<file path="src/hdl/ccrd_pkg.sv">
// Constants, types and register map of the card reader function decoder
//
// Overview of operation
// RQ1 - Processor opens each card operation with an initiate instruction naming reader channel.
// RQ2 - Software leaves function word bits 21 to 25 at zero.
// RQ3 - Bits 20,19: 01 stacker 1, 10 or 11 stacker 2, 00 stacker 0.
// RQ4 - Bit 18 one stores translated station-2 image, zero stores raw image.
// RQ5 - Bit 17 one feeds exactly one card, zero feeds none.
// RQ6 - Bit 16 one raises interrupt when the word enters the synchronizer.
// RQ7 - Software gives base in bits 15..1 with bits 1..6 zero.
// RQ8 - 80-column: translated image in L..L+19, raw image in L..L+39.
// RQ9 - 90-column: all card data in L..L+23.
// RQ10 - Cards without new word use area and translation of last executed word.
// RQ11 - No word given while a card is at station 4: stacker 0.
// RQ12 - Indicators at codes: initiation 2, data error 5, oversight 6, fault 7.
// RQ13 - Initiation set when a received word requests interrupt.
// RQ14 - Data error from station 2 card signalled at next card cycle start.
// RQ15 - Erroneous cards go to the stacker the program chose.
// RQ16 - On data error the standby word executes, then memory stays idle until cleared.
// RQ17 - Interrupt requested plus fetch error sets initiation and fault together.
// RQ18 - Data error when granted accesses per card differ from 480 or 288.
// RQ19 - Image words go to ascending addresses from base, one access per word.
`default_nettype none
package ccrd_pkg;
  localparam int FS_W   = 26;
  localparam int ADDR_W = 15;
  localparam int DATA_W = 24;
  localparam int CNT_W  = 10;
  // Function word fields
  localparam int FS_STK_HI = 20;
  localparam int FS_STK_LO = 19;
  localparam int FS_XLATE  = 18;
  localparam int FS_FEED   = 17;
  localparam int FS_IRQ    = 16;
  localparam int FS_L_HI   = 15;
  localparam int FS_L_LO   = 1;
  // Indicator positions in the status register
  localparam int IND_INIT  = 2;
  localparam int IND_DERR  = 5;
  localparam int IND_OVS   = 6;
  localparam int IND_FAULT = 7;
  localparam int ST_STANDBY = 0;
  localparam logic [7:0] IND_MASK = 8'hE4;
  // Image sizes and access counts
  localparam logic [ADDR_W-1:0] WORDS_80_XL  = 15'h0014;
  localparam logic [ADDR_W-1:0] WORDS_80_RAW = 15'h0028;
  localparam logic [ADDR_W-1:0] WORDS_90     = 15'h0018;
  localparam logic [CNT_W-1:0]  ACC_80       = 10'h1E0;
  localparam logic [CNT_W-1:0]  ACC_90       = 10'h120;
  // Register byte offsets
  localparam logic [7:0] REG_STANDBY = 8'h00;
  localparam logic [7:0] REG_STATUS  = 8'h04;
  localparam logic [7:0] REG_MASK    = 8'h08;
  localparam logic [7:0] REG_CTRL    = 8'h0C;
  localparam logic [7:0] REG_ACTIVE  = 8'h10;
  localparam logic [7:0] REG_COUNT   = 8'h14;
  localparam int CTRL_COL90 = 0;
  localparam logic [1:0] RESP_OKAY   = 2'h0;
  localparam logic [1:0] RESP_SLVERR = 2'h2;
  localparam logic [1:0] STK0 = 2'h0;
  localparam logic [1:0] STK1 = 2'h1;
  localparam logic [1:0] STK2 = 2'h2;

  typedef struct packed {
    logic [ADDR_W-1:0] addr;
    logic [DATA_W-1:0] data;
  } ccrd_mem_wr_t;

  typedef struct packed {
    logic [DATA_W-1:0] raw;
    logic [DATA_W-1:0] xlat;
  } ccrd_img_t;
endpackage
`default_nettype wire

</file>
<file path="src/hdl/ccrd_xfer_ctr.sv">
// Access counter and word offset generator for one card image
`default_nettype none
module ccrd_xfer_ctr
  import ccrd_pkg::*;
(
  // Clock and reset
  input  wire logic              aclk,
  input  wire logic              aresetn,
  // Control
  input  wire logic              load,
  input  wire logic              gnt,
  input  wire logic [ADDR_W-1:0] limit,
  // Results
  output logic      [ADDR_W-1:0] offset_q,
  output logic      [CNT_W-1:0]  count_q
);
  logic [ADDR_W-1:0] offset_d;
  logic [CNT_W-1:0]  count_d;

  always_comb
  begin
    offset_d = offset_q;
    count_d  = count_q;
    if (load)
    begin
      offset_d = '0;
      count_d  = '0;
    end
    else if (gnt)
    begin
      count_d = count_q + 10'h001;
      // Ascending words, wrapping inside the image area
      if (offset_q + 15'h0001 >= limit) // RQ19
        offset_d = '0;
      else
        offset_d = offset_q + 15'h0001;
    end
  end

  always_ff @(posedge aclk)
  begin
    if (!aresetn)
    begin
      offset_q <= '0;
      count_q  <= '0;
    end
    else
    begin
      offset_q <= offset_d;
      count_q  <= count_d;
    end
  end
endmodule
`default_nettype wire

</file>
<file path="src/hdl/ccrd_top.sv">
// Card reader function decoder with register slave and image transfer
`default_nettype none
module ccrd_top
  import ccrd_pkg::*;
(
  // Clock and reset
  input  wire logic                  aclk,
  input  wire logic                  aresetn,
  // Register bus
  input  wire logic                  s_axi_awvalid,
  output logic                       s_axi_awready,
  input  wire logic [7:0]            s_axi_awaddr,
  input  wire logic [2:0]            s_axi_awprot,
  input  wire logic                  s_axi_wvalid,
  output logic                       s_axi_wready,
  input  wire logic [31:0]           s_axi_wdata,
  input  wire logic [3:0]            s_axi_wstrb,
  output logic                       s_axi_bvalid,
  input  wire logic                  s_axi_bready,
  output logic [1:0]                 s_axi_bresp,
  input  wire logic                  s_axi_arvalid,
  output logic                       s_axi_arready,
  input  wire logic [7:0]            s_axi_araddr,
  input  wire logic [2:0]            s_axi_arprot,
  output logic                       s_axi_rvalid,
  input  wire logic                  s_axi_rready,
  output logic [31:0]                s_axi_rdata,
  output logic [1:0]                 s_axi_rresp,
  // Card feed mechanism
  input  wire logic                  cycle_start,
  input  wire logic                  card_end,
  input  wire logic                  st4_card,
  input  wire logic                  rd_valid,
  input  wire ccrd_pkg::ccrd_img_t   rd_img,
  input  wire logic                  hole_err,
  input  wire logic                  fs_fetch_err,
  input  wire logic                  fault_evt,
  input  wire logic                  oversight_evt,
  output logic                       feed_card,
  output logic                       stack_strobe,
  output logic [1:0]                 stack_sel,
  output logic                       xlate_sel,
  // Memory write port
  output logic                       mem_req,
  output ccrd_pkg::ccrd_mem_wr_t     mem_wr,
  input  wire logic                  mem_gnt,
  // Interrupt
  output logic                       irq
);
  import ccrd_pkg::*;

  function automatic logic [1:0] stk_decode(input logic [1:0] code);
    case (code)
      2'h1:    stk_decode = STK1;
      2'h2:    stk_decode = STK2;
      2'h3:    stk_decode = STK2;
      default: stk_decode = STK0;
    endcase
  endfunction

  function automatic logic [31:0] strobe(input logic [31:0] old, input logic [31:0] nw,
                                         input logic [3:0] be);
    for (int i = 0; i < 4; i++)
      strobe[i*8 +: 8] = be[i] ? nw[i*8 +: 8] : old[i*8 +: 8];
  endfunction

  ////////////////////////////////////////////////////////////////////////////
  // State
  logic               awready_q, awready_d, wready_q, wready_d, bvalid_q, bvalid_d;
  logic               arready_q, arready_d, rvalid_q, rvalid_d;
  logic               aw_have_q, aw_have_d, w_have_q, w_have_d;
  logic [7:0]         awaddr_q, awaddr_d;
  logic [31:0]        wdata_q, wdata_d, rdata_q, rdata_d;
  logic [3:0]         wstrb_q, wstrb_d;
  logic [1:0]         bresp_q, bresp_d, rresp_q, rresp_d;
  logic [FS_W-1:0]    standby_fs_q, standby_fs_d, active_fs_q, active_fs_d;
  logic               standby_q, standby_d;
  logic [7:0]         status_q, status_d, mask_q, mask_d;
  logic               col90_q, col90_d;
  logic               xlate_q, xlate_d;
  logic [ADDR_W-1:0]  base_q, base_d;
  logic               derr_pend_q, derr_pend_d, ovr_q, ovr_d;
  logic               feed_q, feed_d, strobe_q, strobe_d, req_q, req_d, irq_q, irq_d;
  logic [1:0]         sel_q, sel_d;
  ccrd_mem_wr_t       wr_q, wr_d;
  logic               exec, inhibit, do_write;
  logic [7:0]         w1c, ind_set;
  logic [ADDR_W-1:0]  limit, offset;
  logic [CNT_W-1:0]   count, expected;

  assign exec     = cycle_start && standby_q;
  assign inhibit  = status_q[IND_DERR] || status_q[IND_FAULT];
  assign do_write = aw_have_q && w_have_q && !bvalid_q;
  assign limit    = col90_q ? WORDS_90 : (xlate_q ? WORDS_80_XL : WORDS_80_RAW); // RQ8 RQ9
  assign expected = col90_q ? ACC_90 : ACC_80;

  ccrd_xfer_ctr u_ctr (
    .aclk     (aclk),
    .aresetn  (aresetn),
    .load     (cycle_start),
    .gnt      (req_q && mem_gnt),
    .limit    (limit),
    .offset_q (offset),
    .count_q  (count)
  );

  ////////////////////////////////////////////////////////////////////////////
  // Register slave
  always_comb
  begin
    awready_d = !aw_have_q && !awready_q;
    wready_d  = !w_have_q && !wready_q;
    aw_have_d = aw_have_q;
    w_have_d  = w_have_q;
    awaddr_d  = awaddr_q;
    wdata_d   = wdata_q;
    wstrb_d   = wstrb_q;
    bvalid_d  = bvalid_q && !s_axi_bready;
    bresp_d   = bresp_q;
    arready_d = !arready_q && !rvalid_q && s_axi_arvalid;
    rvalid_d  = rvalid_q && !s_axi_rready;
    rdata_d   = rdata_q;
    rresp_d   = rresp_q;
    if (s_axi_awvalid && awready_q)
    begin
      aw_have_d = 1'b1;
      awaddr_d  = s_axi_awaddr;
      awready_d = 1'b0;
    end
    if (s_axi_wvalid && wready_q)
    begin
      w_have_d = 1'b1;
      wdata_d  = s_axi_wdata;
      wstrb_d  = s_axi_wstrb;
      wready_d = 1'b0;
    end
    if (do_write)
    begin
      aw_have_d = 1'b0;
      w_have_d  = 1'b0;
      bvalid_d  = 1'b1;
      bresp_d   = (awaddr_q == REG_STANDBY || awaddr_q == REG_STATUS ||
                   awaddr_q == REG_MASK || awaddr_q == REG_CTRL) ? RESP_OKAY : RESP_SLVERR;
    end
    if (s_axi_arvalid && arready_q)
    begin
      rvalid_d = 1'b1;
      rresp_d  = RESP_OKAY;
      case (s_axi_araddr)
        REG_STANDBY: rdata_d = {6'h00, standby_fs_q};
        REG_STATUS:  rdata_d = {24'h000000, status_q};
        REG_MASK:    rdata_d = {24'h000000, mask_q};
        REG_CTRL:    rdata_d = {31'h00000000, col90_q};
        REG_ACTIVE:  rdata_d = {6'h00, active_fs_q};
        REG_COUNT:   rdata_d = {22'h000000, count};
        default:
        begin
          rdata_d = 32'h00000000;
          rresp_d = RESP_SLVERR;
        end
      endcase
    end
  end

  ////////////////////////////////////////////////////////////////////////////
  // Function decode, indicators and image transfer
  always_comb
  begin
    standby_fs_d = standby_fs_q;
    standby_d    = standby_q;
    mask_d       = mask_q;
    col90_d      = col90_q;
    w1c          = 8'h00;
    ind_set      = 8'h00;
    active_fs_d  = active_fs_q;
    xlate_d      = xlate_q;
    base_d       = base_q;
    derr_pend_d  = derr_pend_q;
    ovr_d        = ovr_q;
    feed_d       = 1'b0;
    strobe_d     = 1'b0;
    sel_d        = sel_q;
    req_d        = req_q && !mem_gnt;
    wr_d         = wr_q;
    if (do_write)
    begin
      case (awaddr_q)
        REG_STANDBY:
        begin
          standby_fs_d = FS_W'(strobe({6'h00, standby_fs_q}, wdata_q, wstrb_q));
          standby_d    = 1'b1;
        end
        REG_STATUS: w1c = wstrb_q[0] ? wdata_q[7:0] & IND_MASK : 8'h00;
        REG_MASK:   mask_d = wstrb_q[0] ? wdata_q[7:0] & IND_MASK : mask_q;
        REG_CTRL:   col90_d = wstrb_q[0] ? wdata_q[CTRL_COL90] : col90_q;
        default:    w1c = 8'h00;
      endcase
    end
    if (cycle_start)
    begin
      // Error on previous card is signalled as the new cycle opens
      if (derr_pend_q)
        ind_set[IND_DERR] = 1'b1; // RQ14
      derr_pend_d = 1'b0;
      ovr_d       = 1'b0;
      if (st4_card)
      begin
        strobe_d = 1'b1;
        // Stacker follows the executed word, errors included; stacker 0 when no word executes
        sel_d = exec ? stk_decode(standby_fs_q[FS_STK_HI:FS_STK_LO]) : STK0; // RQ3 RQ11 RQ15
      end
    end
    if (exec)
    begin
      // Standby word executes even on the data error interrupt
      active_fs_d = standby_fs_q; // RQ16
      standby_d   = do_write && (awaddr_q == REG_STANDBY);
      feed_d      = standby_fs_q[FS_FEED]; // RQ5
      xlate_d     = standby_fs_q[FS_XLATE]; // RQ4 RQ10
      base_d      = standby_fs_q[FS_L_HI:FS_L_LO]; // RQ7 RQ10
      if (standby_fs_q[FS_IRQ])
        ind_set[IND_INIT] = 1'b1; // RQ6 RQ13 RQ17
      if (fs_fetch_err)
        ind_set[IND_FAULT] = 1'b1; // RQ17
    end
    if (card_end && (count != expected || hole_err || ovr_q))
      derr_pend_d = 1'b1; // RQ18
    if (fault_evt)
      ind_set[IND_FAULT] = 1'b1; // RQ12
    if (oversight_evt)
      ind_set[IND_OVS] = 1'b1; // RQ12
    if (rd_valid)
    begin
      if (req_q && !mem_gnt)
        ovr_d = 1'b1;
      else if (!inhibit)
      begin
        // One access per word, placed at base plus running offset
        req_d   = 1'b1; // RQ19
        wr_d.addr = base_q + offset;
        wr_d.data = xlate_q ? rd_img.xlat : rd_img.raw; // RQ4
      end
    end
    // Hardware set wins over a software clear
    status_d = (status_q & ~w1c) | ind_set;
    irq_d    = |(status_d & mask_q);
  end

  always_ff @(posedge aclk)
  begin
    if (!aresetn)
    begin
      awready_q    <= 1'b0;
      wready_q     <= 1'b0;
      aw_have_q    <= 1'b0;
      w_have_q     <= 1'b0;
      awaddr_q     <= 8'h00;
      wdata_q      <= 32'h00000000;
      wstrb_q      <= 4'h0;
      bvalid_q     <= 1'b0;
      bresp_q      <= RESP_OKAY;
      arready_q    <= 1'b0;
      rvalid_q     <= 1'b0;
      rdata_q      <= 32'h00000000;
      rresp_q      <= RESP_OKAY;
      standby_fs_q <= '0;
      standby_q    <= 1'b0;
      active_fs_q  <= '0;
      status_q     <= 8'h00;
      mask_q       <= 8'h00;
      col90_q      <= 1'b0;
      xlate_q      <= 1'b0;
      base_q       <= '0;
      derr_pend_q  <= 1'b0;
      ovr_q        <= 1'b0;
      feed_q       <= 1'b0;
      strobe_q     <= 1'b0;
      sel_q        <= STK0;
      req_q        <= 1'b0;
      wr_q         <= '0;
      irq_q        <= 1'b0;
    end
    else
    begin
      awready_q    <= awready_d;
      wready_q     <= wready_d;
      aw_have_q    <= aw_have_d;
      w_have_q     <= w_have_d;
      awaddr_q     <= awaddr_d;
      wdata_q      <= wdata_d;
      wstrb_q      <= wstrb_d;
      bvalid_q     <= bvalid_d;
      bresp_q      <= bresp_d;
      arready_q    <= arready_d;
      rvalid_q     <= rvalid_d;
      rdata_q      <= rdata_d;
      rresp_q      <= rresp_d;
      standby_fs_q <= standby_fs_d;
      standby_q    <= standby_d;
      active_fs_q  <= active_fs_d;
      status_q     <= status_d;
      mask_q       <= mask_d;
      col90_q      <= col90_d;
      xlate_q      <= xlate_d;
      base_q       <= base_d;
      derr_pend_q  <= derr_pend_d;
      ovr_q        <= ovr_d;
      feed_q       <= feed_d;
      strobe_q     <= strobe_d;
      sel_q        <= sel_d;
      req_q        <= req_d;
      wr_q         <= wr_d;
      irq_q        <= irq_d;
    end
  end

  assign s_axi_awready = awready_q;
  assign s_axi_wready  = wready_q;
  assign s_axi_bvalid  = bvalid_q;
  assign s_axi_bresp   = bresp_q;
  assign s_axi_arready = arready_q;
  assign s_axi_rvalid  = rvalid_q;
  assign s_axi_rdata   = rdata_q;
  assign s_axi_rresp   = rresp_q;
  assign feed_card     = feed_q;
  assign stack_strobe  = strobe_q;
  assign stack_sel     = sel_q;
  assign xlate_sel     = xlate_q;
  assign mem_req       = req_q;
  assign mem_wr        = wr_q;
  assign irq           = irq_q;
endmodule
`default_nettype wire

</file>
<file path="config.mk">
export PLATFORM = sky130hd
export DESIGN_NAME = ccrd_top
export DESIGN_NICKNAME = d
export VERILOG_FILES = /design/src/hdl/ccrd_pkg.sv /design/src/hdl/ccrd_xfer_ctr.sv /design/src/hdl/ccrd_top.sv
export SDC_FILE = /design/constraint.sdc
export NUM_CORES = 1
export LEC_CHECK = 0
export ABC_AREA = 0
export BUFFER_PORTS_ARGS = -buffer_cell sky130_fd_sc_hd__buf_2
export CORE_MARGIN = 2
export CORE_UTILIZATION = 41
export DETAILED_ROUTE_END_ITERATION = 10
export GPL_TIMING_DRIVEN = 1
export SYNTH_ARGS = -nofsm -noshare
export SYNTH_HDL_FRONTEND = slang
export SYNTH_SLANG_ARGS = --single-unit
</file>
<file path="constraint.sdc">
create_clock -name aclk -period 5.65 [get_ports aclk]
set_clock_uncertainty 0.15 [all_clocks]
set_input_delay 0.2825 -clock aclk [delete_from_list [all_inputs] [get_ports aclk]]
set_output_delay 0.2825 -clock aclk [all_outputs]
set_load 0.1 [all_outputs]
</file>
# Word level (Yosys, flattened, before mapping)
# Index checks and enable logic that the tools add are counted.
[word_totals]
in_bits = 122
output_inout_bits = 87
word_cells = 148
reg_bits = 235
[op_classes]
n_lt_le_gt_ge = 1
bitwise_logic = 7
reduce_logical = 55
n_addsub = 3
eq_ne = 12
muxes = 35
[op_table]
columns = ["cell", "count"]
rows = [
  ["26-bit one-hot mux with 6 select lines", 1],
  ["8-bit by 4-bit equality test with 1-bit output (second input constant)", 4],
  ["8-bit 2-to-1 mux", 4],
  ["24-bit 2-to-1 mux", 1],
  ["1-bit 2-to-1 mux", 22],
  ["3-bit AND reduction", 7],
  ["8-bit AND", 2],
  ["8-bit by 3-bit equality test with 1-bit output (second input constant)", 2],
  ["8-bit by 5-bit equality test with 1-bit output (second input constant)", 2],
  ["1-bit logical AND", 16],
  ["8-bit logical NOT", 2],
  ["15-bit by 1-bit adder with 15-bit output (second input constant)", 1],
  ["15-bit adder", 1],
  ["15-bit by 6-bit >= comparator with 1-bit output", 1],
  ["15-bit 2-to-1 mux", 1],
  ["6-bit 2-to-1 mux", 2],
  ["10-bit by 1-bit adder with 10-bit output (second input constant)", 1],
  ["1-bit logical NOT", 10],
  ["10-bit by 9-bit inequality test with 1-bit output", 1],
  ["2-bit OR reduction", 5],
  ["8-bit inverter", 1],
  ["8-bit bitwise OR", 1],
  ["2-bit AND reduction", 4],
  ["8-bit OR reduction", 1],
  ["8 further kinds", 20],
]

# Longest topological paths before layout
# Gate-level depths: netlist (run 1).
[depth]
depth_word = 8
mapped_depth = 9
ltp_nobuf = 9

# Hierarchy
# Synthesis (run 1) repeated with hierarchy kept, for this count alone.
[unflattened]
hier_cells = 1123
hier_area_um2 = 9382.7
[modules_own_cells]
columns = ["module", "cells_per_inst", "n_inst", "area_each_um2", "seq_area_each_um2"]
rows = [
  ["ccrd_top", 923, 1, 7737.4, 3643.5],
  ["ccrd_xfer_ctr", 200, 1, 1645.3, 500.5],
]

# Worst setup path before layout (run 1)
# OpenSTA, ideal clock, no wires.
[synth_timing]
kind = "register to register"
startpoint = "register active_fs_q[18] (netlist name)"
endpoint = "register u_ctr.offset_q[2]"
t_arrival_ns = 3.171
setup_time_ns = 0.072
path_stages_with_launch = 10
t_required_ns = 5.428
period_less_slack_ns = 3.393
n_path_buf = 2
slack_ns = 2.257
cell_sequence = "dfxtp_1 > buf_2 > buf_1 > nor2b_1 > ha_1 > a21boi_0 > o21ai_0 > a2111oi_4 > a31oi_1 > mux2i_1"
[synth_lines]
columns = ["element", "line", "source"]
rows = [
  ["to (signal assigned)", "ccrd_xfer_ctr.sv:49", "offset_q <= offset_d;"],
  ["to (decl)", "ccrd_xfer_ctr.sv:14", "output logic [ADDR_W-1:0] offset_q,"],
]

==> out/qor.json, run 1 <==
{
  "outcome": {"value": "finished, final reports clean"},
  "synth_seq_cells": {"value": 207},
  "critical_path.endpoint_type": {"value": "flop"},
  "leakagePower": {"value": 4.724, "unit": "nW"},
  "placementRows": {"value": 54},
  "clock_tree.buffer_depth": {"value": 3},
  "hold_violations": {"value": 0},
  "synth-compound-area-share": {"value": 19.44, "unit": "%"},
  "synthMuxAreaShare": {"value": 3.996, "unit": "%"},
  "clk_root_buffer_cell": {"value": "clkbuf_16"},
  "startpoint_type": {"value": "flop"},
  "tritoncts_clock_tree": {"value": "built"},
  "via_count_of_the_first_global_routing_pass": {"value": 7999},
  "post_cts_resize_count": {"value": 0},
  "timing.slew.headroom": {"value": 23.92, "unit": "%"},
  "post_synth_fa_ha_maj_area_fraction": {"value": 3.093, "unit": "%"},
  "gr-total-overflow": {"value": 0},
  "fillcell_total": {"value": 2104},
  "async_reset_ff_share": {"value": 0, "unit": "%"},
  "cts.sinks": {"value": 207},
  "synth-warning-count": {"value": 0},
  "floorplan.initialDensity": {"value": 41.77, "unit": "%"},
  "clock_slew_seen_by_the_registers_of_the_worst_setup_and_hold_paths": {"value": 60, "unit": "ps"},
  "first_pass_grt_wire_length": {"value": 40480, "unit": "um"},
  "drv_slew": {"value": 0},
  "viasPerCell": {"value": 5.163},
  "netlist_area": {"value": 9144, "unit": "sq um"},
  "layout_worst_path_cycle_share": {"value": 50.28, "unit": "%"},
  "via_count": {"value": 8436},
  "critical_path_class": {"value": "flop to flop"},
  "cts-buffers-inserted": {"value": 24},
  "drt_wirelength": {"value": 24990, "unit": "um"},
  "ys_seq_area_share": {"value": 45.32, "unit": "%"},
  "irDropWorstVdd": {"value": 215.8, "unit": "uV"},
  "drt-wirelength-per-cell": {"value": 15.30, "unit": "um"},
  "synth-simple-area-share": {"value": 21.78, "unit": "%"},
  "floorplan.die_area": {"value": 23510, "unit": "sq um"},
  "synthFlopType": {"value": "dfxtp_1"},
  "num_antenna_cells": {"value": 0},
  "power.density": {"value": 285.8, "unit": "nW/um^2"},
  "synth_area_per_cell": {"value": 8.389, "unit": "sq um"},
  "dominant_combinational_cell_family_by_area_after_synthesis": {"value": "simple AND/OR/NAND/NOR gates"},
  "global_route.usage.total": {"value": 20.58, "unit": "%"},
  "detailedRoute.firstPassIterationCount": {"value": 5},
  "antenna_found_initial": {"value": 0},
  "cp.arrival": {"value": 3140, "unit": "ps"},
  "mostFrequentLayoutCells": {"value": "dfxtp_1, nand2_1, buf_2, a21oi_1"},
  "number_of_remaining_drc_errors": {"value": 0},
  "final_nets": {"value": 1480},
  "numPortBuffers": {"value": 188},
  "layout-area-overhead-vs-synth": {"value": 30.20, "unit": "%"},
  "max_freq": {"value": 352.0, "unit": "MHz"},
  "final_core_util": {"value": 54.38, "unit": "%"},
  "library_cells_used_by_synthesis": {"value": 70},
  "die_w": {"value": 153.3, "unit": "um"},
  "final.setup.worst_slack": {"value": 2809, "unit": "ps"},
  "rsz0062_at_grt": {"value": "false"},
  "final_layout_size_suffix_gt1_share": {"value": 18.69, "unit": "%"},
  "htreeDepth": {"value": 1},
  "boundaryPins": {"value": 209},
  "largest_net_degree_at_the_start_of_global_routing": {"value": 110},
  "routabilityCongestion": {"value": 0.8406},
  "synthesis.instances": {"value": 1090},
  "final-setup-viol-count": {"value": 0},
  "core_area": {"value": 21890, "unit": "sq um"},
  "timing.critical_path.fanout_max": {"value": 30},
  "tightest_slew": {"value": 1141, "unit": "ps"},
  "die_height": {"value": 153.3, "unit": "um"},
  "maxCapViolCount": {"value": 0},
  "synthXorXnorAreaFrac": {"value": 2.107, "unit": "%"},
  "min_period": {"value": 2841, "unit": "ps"},
  "dp_slack": {"value": 2808, "unit": "ps"},
  "initialDrtViolationCount": {"value": 404},
  "crit_required": {"value": 5940, "unit": "ps"},
  "worst_skew_pair.late_latency": {"value": 520, "unit": "ps"},
  "detail_route_antenna_nets": {"value": 0},
  "detailed_place_hpwl": {"value": 16710, "unit": "um"},
  "final_common_cell": {"value": "dfxtp_1"},
  "synth_edf_count": {"value": 0},
  "timing.setup.tns": {"value": 0, "unit": "ps"},
  "holdCritPathClass": {"value": "primary input to flop"}
}
## worst paths after layout
kind                                       from           endpoint  slack [ps]  cells past startpoint
worst min register to register       mem_wr[30]         mem_wr[30]         300                      2
worst max-delay path            active_fs_q[18]  u_ctr.offset_q[2]        2810                      7
worst max register to register  active_fs_q[18]  u_ctr.offset_q[2]        2810                      7
worst min-delay path                 rd_img[22]         mem_wr[22]           7                      3
## report_power, final
group	switching, mW	total, mW	internal (mW)
clock network	0.597	1.47	0.869
registers	0.0265	1.52	1.50
logic	0.294	0.414	0.120
total	0.917	3.40	2.49
## through the flow
step	power, mW	hold WS, ps	std cells	cell area (sq um)
floorplan	1.832	250.8	1097	9170
global placement	1.915	285.8	1496	10210
detailed placement	1.919	293.1	1496	10210
CTS	3.437	0.3670	1634	11910
global route	3.533	8.780	1634	11910
finish	3.403	6.747	1634	11910
## critical path, cell delays in order (launching register included)
cell and delay [ps]:
dfxtp_2 890, nor2b_1 220, ha_1 230, a21boi_0 150, o21ai_0 170, a2111oi_4 620, a31oi_1 160, mux2i_1 160
## cells in the mapped netlist, types with 7 or more instances
| cell type | count | area share, % |
|---|---|---|
| a211oi_1 | 31 | 2.5 |
| a21oi_1 | 130 | 7.1 |
| a22o_1 | 24 | 2.3 |
| a22oi_1 | 17 | 1.4 |
| and2_1 | 15 | 1.0 |
| buf_1 | 7 | 0.29 |
| buf_4 | 8 | 0.66 |
| clkbuf_1 | 55 | 2.3 |
| dfxtp_1 | 207 | 45 |
| ha_1 | 21 | 2.9 |
| inv_1 | 12 | 0.49 |
| mux2i_1 | 32 | 3.5 |
| nand2_1 | 205 | 8.4 |
| nand3_1 | 55 | 3.0 |
| nand4_1 | 11 | 0.75 |
| nor2_1 | 95 | 3.9 |
| nor3_1 | 14 | 0.77 |
| o21ai_0 | 16 | 0.88 |
| or3_1 | 7 | 0.48 |
| xnor2_1 | 13 | 1.2 |
| xor2_1 | 9 | 0.86 |
## sequential cells by signal, indices dropped and copies added, names as in the netlist, 2 cells and up
register / cells
u_ctr.offset_q: 15
wdata_q: 26
awaddr_q: 8
mask_q: 4
s_axi_rdata: 26
status_q: 4
u_ctr.count_q: 10
active_fs_q: 26
standby_fs_q: 26
stack_sel: 2
mem_wr: 39
wstrb_q: 4
## routing by layer
layer / wire (um) / GRT usage [%] / vias to the layer above / part of all wire (%)
li1: - / - / 4324 / -
met1: 11800 / 28.06 / 3907 / 47
met2: 11720 / 34.57 / 163 / 47
met3: 998 / 3.204 / 42 / 4.0
met4: 482 / 4.456 / 0 / 1.9
met5: 0 / 0 / - / 0
## area by class of cell
type / instances / area [sq um] / area share (%)
Tap cell: 280 / 350.3 / 2.943
Multi-Input combinational cell: 801 / 4664 / 39.18
Timing Repair Buffer: 290 / 1942 / 16.31
Inverter: 12 / 47.55 / 0.3994
Sequential cell: 207 / 4145 / 34.82
Clock buffer: 40 / 720.7 / 6.054
Clock inverter: 4 / 35.03 / 0.2943
## timing repair
| action | in CTS | in global routing |
|---|---|---|
| buffers inserted | 0 | 0 |
| hold buffers | 94 | 0 |
| hold endpoints to repair | 71 | 0 |
## cell families after synthesis
kind of cell | count (synthesis)
compound gates | 271
xor+xnor | 22
fa+ha+maj | 22
buf+inv | 89
flops | 207
mux | 36
other cells | 1
simple gates | 442
Note: power is estimated with default switching activity, not from simulation.
==> inputs of run 2 (changes only) <==
- PLACE_DENSITY: unset -> 0.66
- clock period: 5.65 -> 2.5 ns (I/O delays scaled with it)
==> run 2 against run 1 <==
Setup slack lost 2700 ps. Final area is 4.1% higher. Sequential cell count did not move. Utilization up 2.2 points. Non-clock buffer count rose by 47. Critical endpoint is now u_ctr.offset_q[5].
==> out/qor.json, run 2 (synthesis gave the netlist of run 1 again) <==
{
  "dp_cells": {"value": 1518},
  "core_area": {"value": 21890, "unit": "sq um"},
  "stdcell_count": {"value": 1678},
  "leakagePower": {"value": 4.967, "unit": "nW"},
  "met2_usage": {"value": 35.71, "unit": "%"},
  "timing.critical_path.fanout_max": {"value": 8},
  "routing_usage_on_met3": {"value": 2.977, "unit": "%"},
  "detailed_place_hpwl": {"value": 17130, "unit": "um"},
  "layout-area-overhead-vs-synth": {"value": 35.51, "unit": "%"},
  "clock_tree.buffer_depth": {"value": 3},
  "min_period": {"value": 2396, "unit": "ps"},
  "number_of_remaining_drc_errors": {"value": 0},
  "boundaryPins": {"value": 209},
  "cts-buffers-inserted": {"value": 23},
  "initialDrtViolationCount": {"value": 494},
  "hold_violations": {"value": 0},
  "rsz0062_at_grt": {"value": "false"},
  "routabilityCongestion": {"value": 0.8547},
  "largest_register_ffs": {"value": 39},
  "num_antenna_cells": {"value": 0},
  "outcome": {"value": "finished, final reports clean"},
  "clock_slew_seen_by_the_registers_of_the_worst_setup_and_hold_paths": {"value": 60, "unit": "ps"},
  "drv_slew": {"value": 0},
  "viasPerCell": {"value": 5.157},
  "detail_route_antenna_nets": {"value": 0},
  "setup.reg_to_reg.worst_slack": {"value": 100, "unit": "ps"},
  "drt_wirelength": {"value": 25610, "unit": "um"},
  "tightest_slew": {"value": 978.6, "unit": "ps"},
  "global_route.usage.total": {"value": 21.00, "unit": "%"},
  "layout_worst_path_cycle_share": {"value": 95.82, "unit": "%"},
  "grt_most_used_layer": {"value": "met2"},
  "final_layout_size_suffix_gt1_share": {"value": 20.39, "unit": "%"},
  "final-setup-viol-count": {"value": 0},
  "irDropWorstVdd": {"value": 474.6, "unit": "uV"},
  "first_pass_grt_wire_length": {"value": 41410, "unit": "um"},
  "detailedRoute.firstPassIterationCount": {"value": 4},
  "power.density": {"value": 626.3, "unit": "nW/um^2"},
  "final_common_cell": {"value": "nand2_1"},
  "via_count_of_the_first_global_routing_pass": {"value": 8227},
  "final_nets": {"value": 1526},
  "htreeDepth": {"value": 1},
  "floorplan.initialDensity": {"value": 41.77, "unit": "%"},
  "clk_root_buffer_cell": {"value": "clkbuf_16"},
  "tritoncts_clock_tree": {"value": "built"},
  "drt-wirelength-per-cell": {"value": 15.26, "unit": "um"},
  "timing.slew.headroom": {"value": 34.60, "unit": "%"},
  "mostFrequentLayoutCells": {"value": "nand2_1, dfxtp_1, buf_2, a21oi_1, dlygate4sd3_1"},
  "cp.arrival": {"value": 2680, "unit": "ps"},
  "worst_skew_pair.late_latency": {"value": 500, "unit": "ps"},
  "critical_path.endpoint_type": {"value": "flop"},
  "die_height": {"value": 153.3, "unit": "um"},
  "floorplan.die_area": {"value": 23510, "unit": "sq um"},
  "holdCritPathClass": {"value": "primary input to flop"},
  "cts.sinks": {"value": 207},
  "antenna_found_initial": {"value": 0},
  "largest_net_degree_at_the_start_of_global_routing": {"value": 95},
  "numPortBuffers": {"value": 188},
  "grt.met1_usage": {"value": 28.13, "unit": "%"},
  "startpoint_type": {"value": "flop"},
  "via_count": {"value": 8653},
  "timing.setup.tns": {"value": 0, "unit": "ps"},
  "maxCapViolCount": {"value": 0},
  "gr-total-overflow": {"value": 0},
  "placementRows": {"value": 54},
  "critical_path_class": {"value": "flop to flop"},
  "max_freq": {"value": 417.4, "unit": "MHz"},
  "die_w": {"value": 153.3, "unit": "um"},
  "crit_required": {"value": 2790, "unit": "ps"},
  "fillcell_total": {"value": 1979}
}
-- run 2: final cells by class --
type | instances | area [sq um] | share of cell area (%)
multi-input cells | 801 | 4688 | 37.84
flip-flops and latches | 207 | 4153 | 33.52
repair buffers | 337 | 2395 | 19.33
clock buffers | 34 | 686.9 | 5.544
well taps | 280 | 350.3 | 2.827
clock inverters | 7 | 70.07 | 0.5655
inverters | 12 | 47.55 | 0.3837
-- run 2: path summary, 6_finish.rpt --
path                          start           endpoint  cells after the start
setup / recovery  u_ctr.offset_q[0]  u_ctr.offset_q[5]                     10
hold / removal         s_axi_wvalid         wdata_q[1]                      4
setup reg to reg  u_ctr.offset_q[0]  u_ctr.offset_q[5]                     10
hold reg to reg          mem_wr[33]         mem_wr[33]                      2
-- run 2: critical path: stages, from the launching register on --
cell and delay, ps:
dfxtp_2 340, buf_4 130, and4_1 200, nand2_1 90, xnor2_1 160, ha_1 190, or3_4 400, a311oi_4 270
buf_6 170, nand4_1 100, mux2i_1 140
-- run 2: through the flow --
stage	power, mW	setup slack (ps)	area (sq um)	utilization (%)	hold slack, ps
floorplan	4.139	15.23	9184	-	93.31
global placement	4.341	81.24	10400	47.51	218.8
detailed placement	4.349	3.204	10400	47.51	221.0
CTS	7.827	16.68	12350	56.40	45.81
global route	8.049	1.829	12390	56.60	113.9
finish	7.760	104.5	12390	56.60	56.12
-- run 2: timing repair --
action | CTS | global route
pin swaps | 1 | 0
hold endpoints to repair | 94 | 0
gates resized for setup | 0 | 14
hold buffers | 118 | 0
setup endpoints to repair | 2 | 13
setup buffers | 1 | 0
-- run 2: per-layer routing --
layer | wire (um) | vias up | part of all wire, %
li1 | - | 4421 | -
met2 | 12220 | 232 | 48
met3 | 1240 | 49 | 4.8
met4 | 592 | 0 | 2.3
met1 | 11560 | 3951 | 45
met5 | 0 | - | 0
-- run 2: power by group --
part           switching (mW)  internal (mW)  total (mW)  leakage (nW)
clock network            1.33           2.00        3.33         0.373
logic                   0.675          0.312       0.988          2.91
registers              0.0617           3.38        3.44          1.68
total                    2.06           5.70        7.76          4.97
==> inputs of run 3 (changes only) <==
- SETUP_SLACK_MARGIN: unset -> 0.15
==> run 3 against run 2 <==
Hold slack improved by 20 ps. Critical path depth decreased by 1. Via count increased by 1.5%. Sequential share of layout area decreased by 0.47 points. First-iteration DRC count decreased by 8.1%. Final cell count increased by 0.36%. Fmax increased by 2.3%. Register-to-register slack improved by 50 ps. Routed wire length increased by 3.3%.
==> out/qor.json, run 3 (synthesis gave the netlist of run 1 again) <==
{
  "tightest_slew": {"value": 979.4, "unit": "ps"},
  "first_pass_grt_wire_length": {"value": 41900, "unit": "um"},
  "crit_required": {"value": 2780, "unit": "ps"},
  "outcome": {"value": "finished, final reports clean"},
  "final_common_cell": {"value": "nand2_1"},
  "number_of_remaining_drc_errors": {"value": 0},
  "irDropWorstVdd": {"value": 494.4, "unit": "uV"},
  "fin_worst_hold_slack": {"value": 75.72, "unit": "ps"},
  "antenna_found_initial": {"value": 0},
  "via_count": {"value": 8782},
  "floorplan.die_area": {"value": 23510, "unit": "sq um"},
  "boundaryPins": {"value": 209},
  "gr-total-overflow": {"value": 0},
  "cts-buffers-inserted": {"value": 23},
  "die_w": {"value": 153.3, "unit": "um"},
  "viasPerCell": {"value": 5.215},
  "largest_register_ffs": {"value": 39},
  "largest_net_degree_at_the_start_of_global_routing": {"value": 66},
  "rsz0062_at_grt": {"value": "true"},
  "multi_input_area": {"value": 4801, "unit": "sq um"},
  "core_area": {"value": 21890, "unit": "sq um"},
  "final_nets": {"value": 1531},
  "global_route.usage.total": {"value": 21.34, "unit": "%"},
  "worst_skew_pair.late_latency": {"value": 520, "unit": "ps"},
  "die_height": {"value": 153.3, "unit": "um"},
  "fillcell_total": {"value": 1956},
  "clk_root_buffer_cell": {"value": "clkbuf_16"},
  "drt_wirelength": {"value": 26460, "unit": "um"},
  "hold_violations": {"value": 0},
  "routabilityCongestion": {"value": 0.8454},
  "tritoncts_clock_tree": {"value": "built"},
  "num_antenna_cells": {"value": 0},
  "critical_path.endpoint_type": {"value": "flop"},
  "critical_path_class": {"value": "flop to flop"},
  "numPortBuffers": {"value": 188},
  "mostFrequentLayoutCells": {"value": "nand2_1, dfxtp_1, buf_2, a21oi_1, dlygate4sd3_1"},
  "via_count_of_the_first_global_routing_pass": {"value": 8299},
  "htreeDepth": {"value": 1},
  "cp.arrival": {"value": 2620, "unit": "ps"},
  "regArea": {"value": 4161, "unit": "sq um"},
  "maxCapViolCount": {"value": 0},
  "detailedRoute.firstPassIterationCount": {"value": 7},
  "leakagePower": {"value": 5.051, "unit": "nW"},
  "layout-area-overhead-vs-synth": {"value": 37.71, "unit": "%"},
  "power.density": {"value": 637.2, "unit": "nW/um^2"},
  "floorplan.initialDensity": {"value": 41.77, "unit": "%"},
  "timing.critical_path.fanout_max": {"value": 4},
  "holdCritPathClass": {"value": "primary input to flop"},
  "final_layout_size_suffix_gt1_share": {"value": 22.65, "unit": "%"},
  "initialDrtViolationCount": {"value": 454},
  "timing.setup.tns": {"value": 0, "unit": "ps"},
  "clock_slew_seen_by_the_registers_of_the_worst_setup_and_hold_paths": {"value": 60, "unit": "ps"},
  "layout_worst_path_cycle_share": {"value": 93.69, "unit": "%"},
  "detailed_place_hpwl": {"value": 17330, "unit": "um"},
  "clock_tree.buffer_depth": {"value": 3},
  "cts.sinks": {"value": 207},
  "detail_route_antenna_nets": {"value": 0},
  "max_freq": {"value": 426.9, "unit": "MHz"},
  "timing.slew.headroom": {"value": 34.55, "unit": "%"},
  "startpoint_type": {"value": "flop"},
  "final-setup-viol-count": {"value": 0},
  "drt-wirelength-per-cell": {"value": 15.71, "unit": "um"},
  "drv_slew": {"value": 0},
  "placementRows": {"value": 54},
  "min_period": {"value": 2342, "unit": "ps"}
}
run 3: path summary, 6_finish.rpt:
check             slack [ps]  depth (start not counted)        endpoint               from
hold reg to reg          300                          2      mem_wr[30]         mem_wr[30]
hold / removal            80                          5  s_axi_rdata[6]    s_axi_araddr[4]
setup reg to reg         160                          9      mem_wr[38]  u_ctr.offset_q[0]
setup / recovery         160                          9      mem_wr[38]  u_ctr.offset_q[0]
run 3: per-layer routing:
| layer | global-route usage [%] | up-vias | share of wire [%] |
|---|---|---|---|
| met5 | 0 | - | 0 |
| met4 | 5.024 | 0 | 1.8 |
| met3 | 3.657 | 32 | 5.6 |
| met2 | 37.33 | 234 | 49 |
| met1 | 27.51 | 4088 | 44 |
| li1 | - | 4428 | - |
run 3: stage by stage:
stage          area [sq um]  std cells  utilization [%]  worst slack (ps)  total power, mW
6_report              12590       1684            57.52             157.7            8.024
5_1_grt               12590       1684            57.52             82.87            8.301
2_1_floorplan          9198       1097                -             158.3            4.139
4_1_cts               12460       1681            56.93             150.1            8.067
3_3_place_gp          10470       1527            47.83             102.5            4.352
3_5_place_dp          10470       1527            47.83             38.61            4.360
run 3: final cells by class:
type / count / area share (%)
Sequential cell: 207 / 33.05
Timing Repair Buffer: 342 / 19.15
Multi-Input combinational cell: 801 / 38.13
Inverter: 12 / 0.3776
Clock inverter: 8 / 1.063
Tap cell: 280 / 2.782
Clock buffer: 34 / 5.455
run 3: power breakdown:
group          total (mW)  switching [mW]  leakage [nW]  internal (mW)
clock                3.59            1.36         0.407           2.22
sequential           3.44          0.0603          1.68           3.38
combinational       0.996           0.685          2.96          0.312
total                8.02            2.11          5.05           5.91
run 3: timing repair:
| action | in CTS | in global routing |
|---|---|---|
| hold buffers | 111 | 0 |
| setup endpoints to repair | 10 | 33 |
| gates resized for setup | 13 | 24 |
| setup buffers | 1 | 3 |
| hold endpoints to repair | 84 | 0 |
| pin swaps | 1 | 12 |
| gates cloned | 0 | 0 |
run 3: critical path, cell delays in order, from the launching register on:
cell      delay [ps]
dfxtp_4          360
ha_2             190
inv_1             70
fa_2             190
nor2b_1           50
o31a_1           270
o211a_1          270
or3_4            380
a211o_1          260
o211ai_1          70
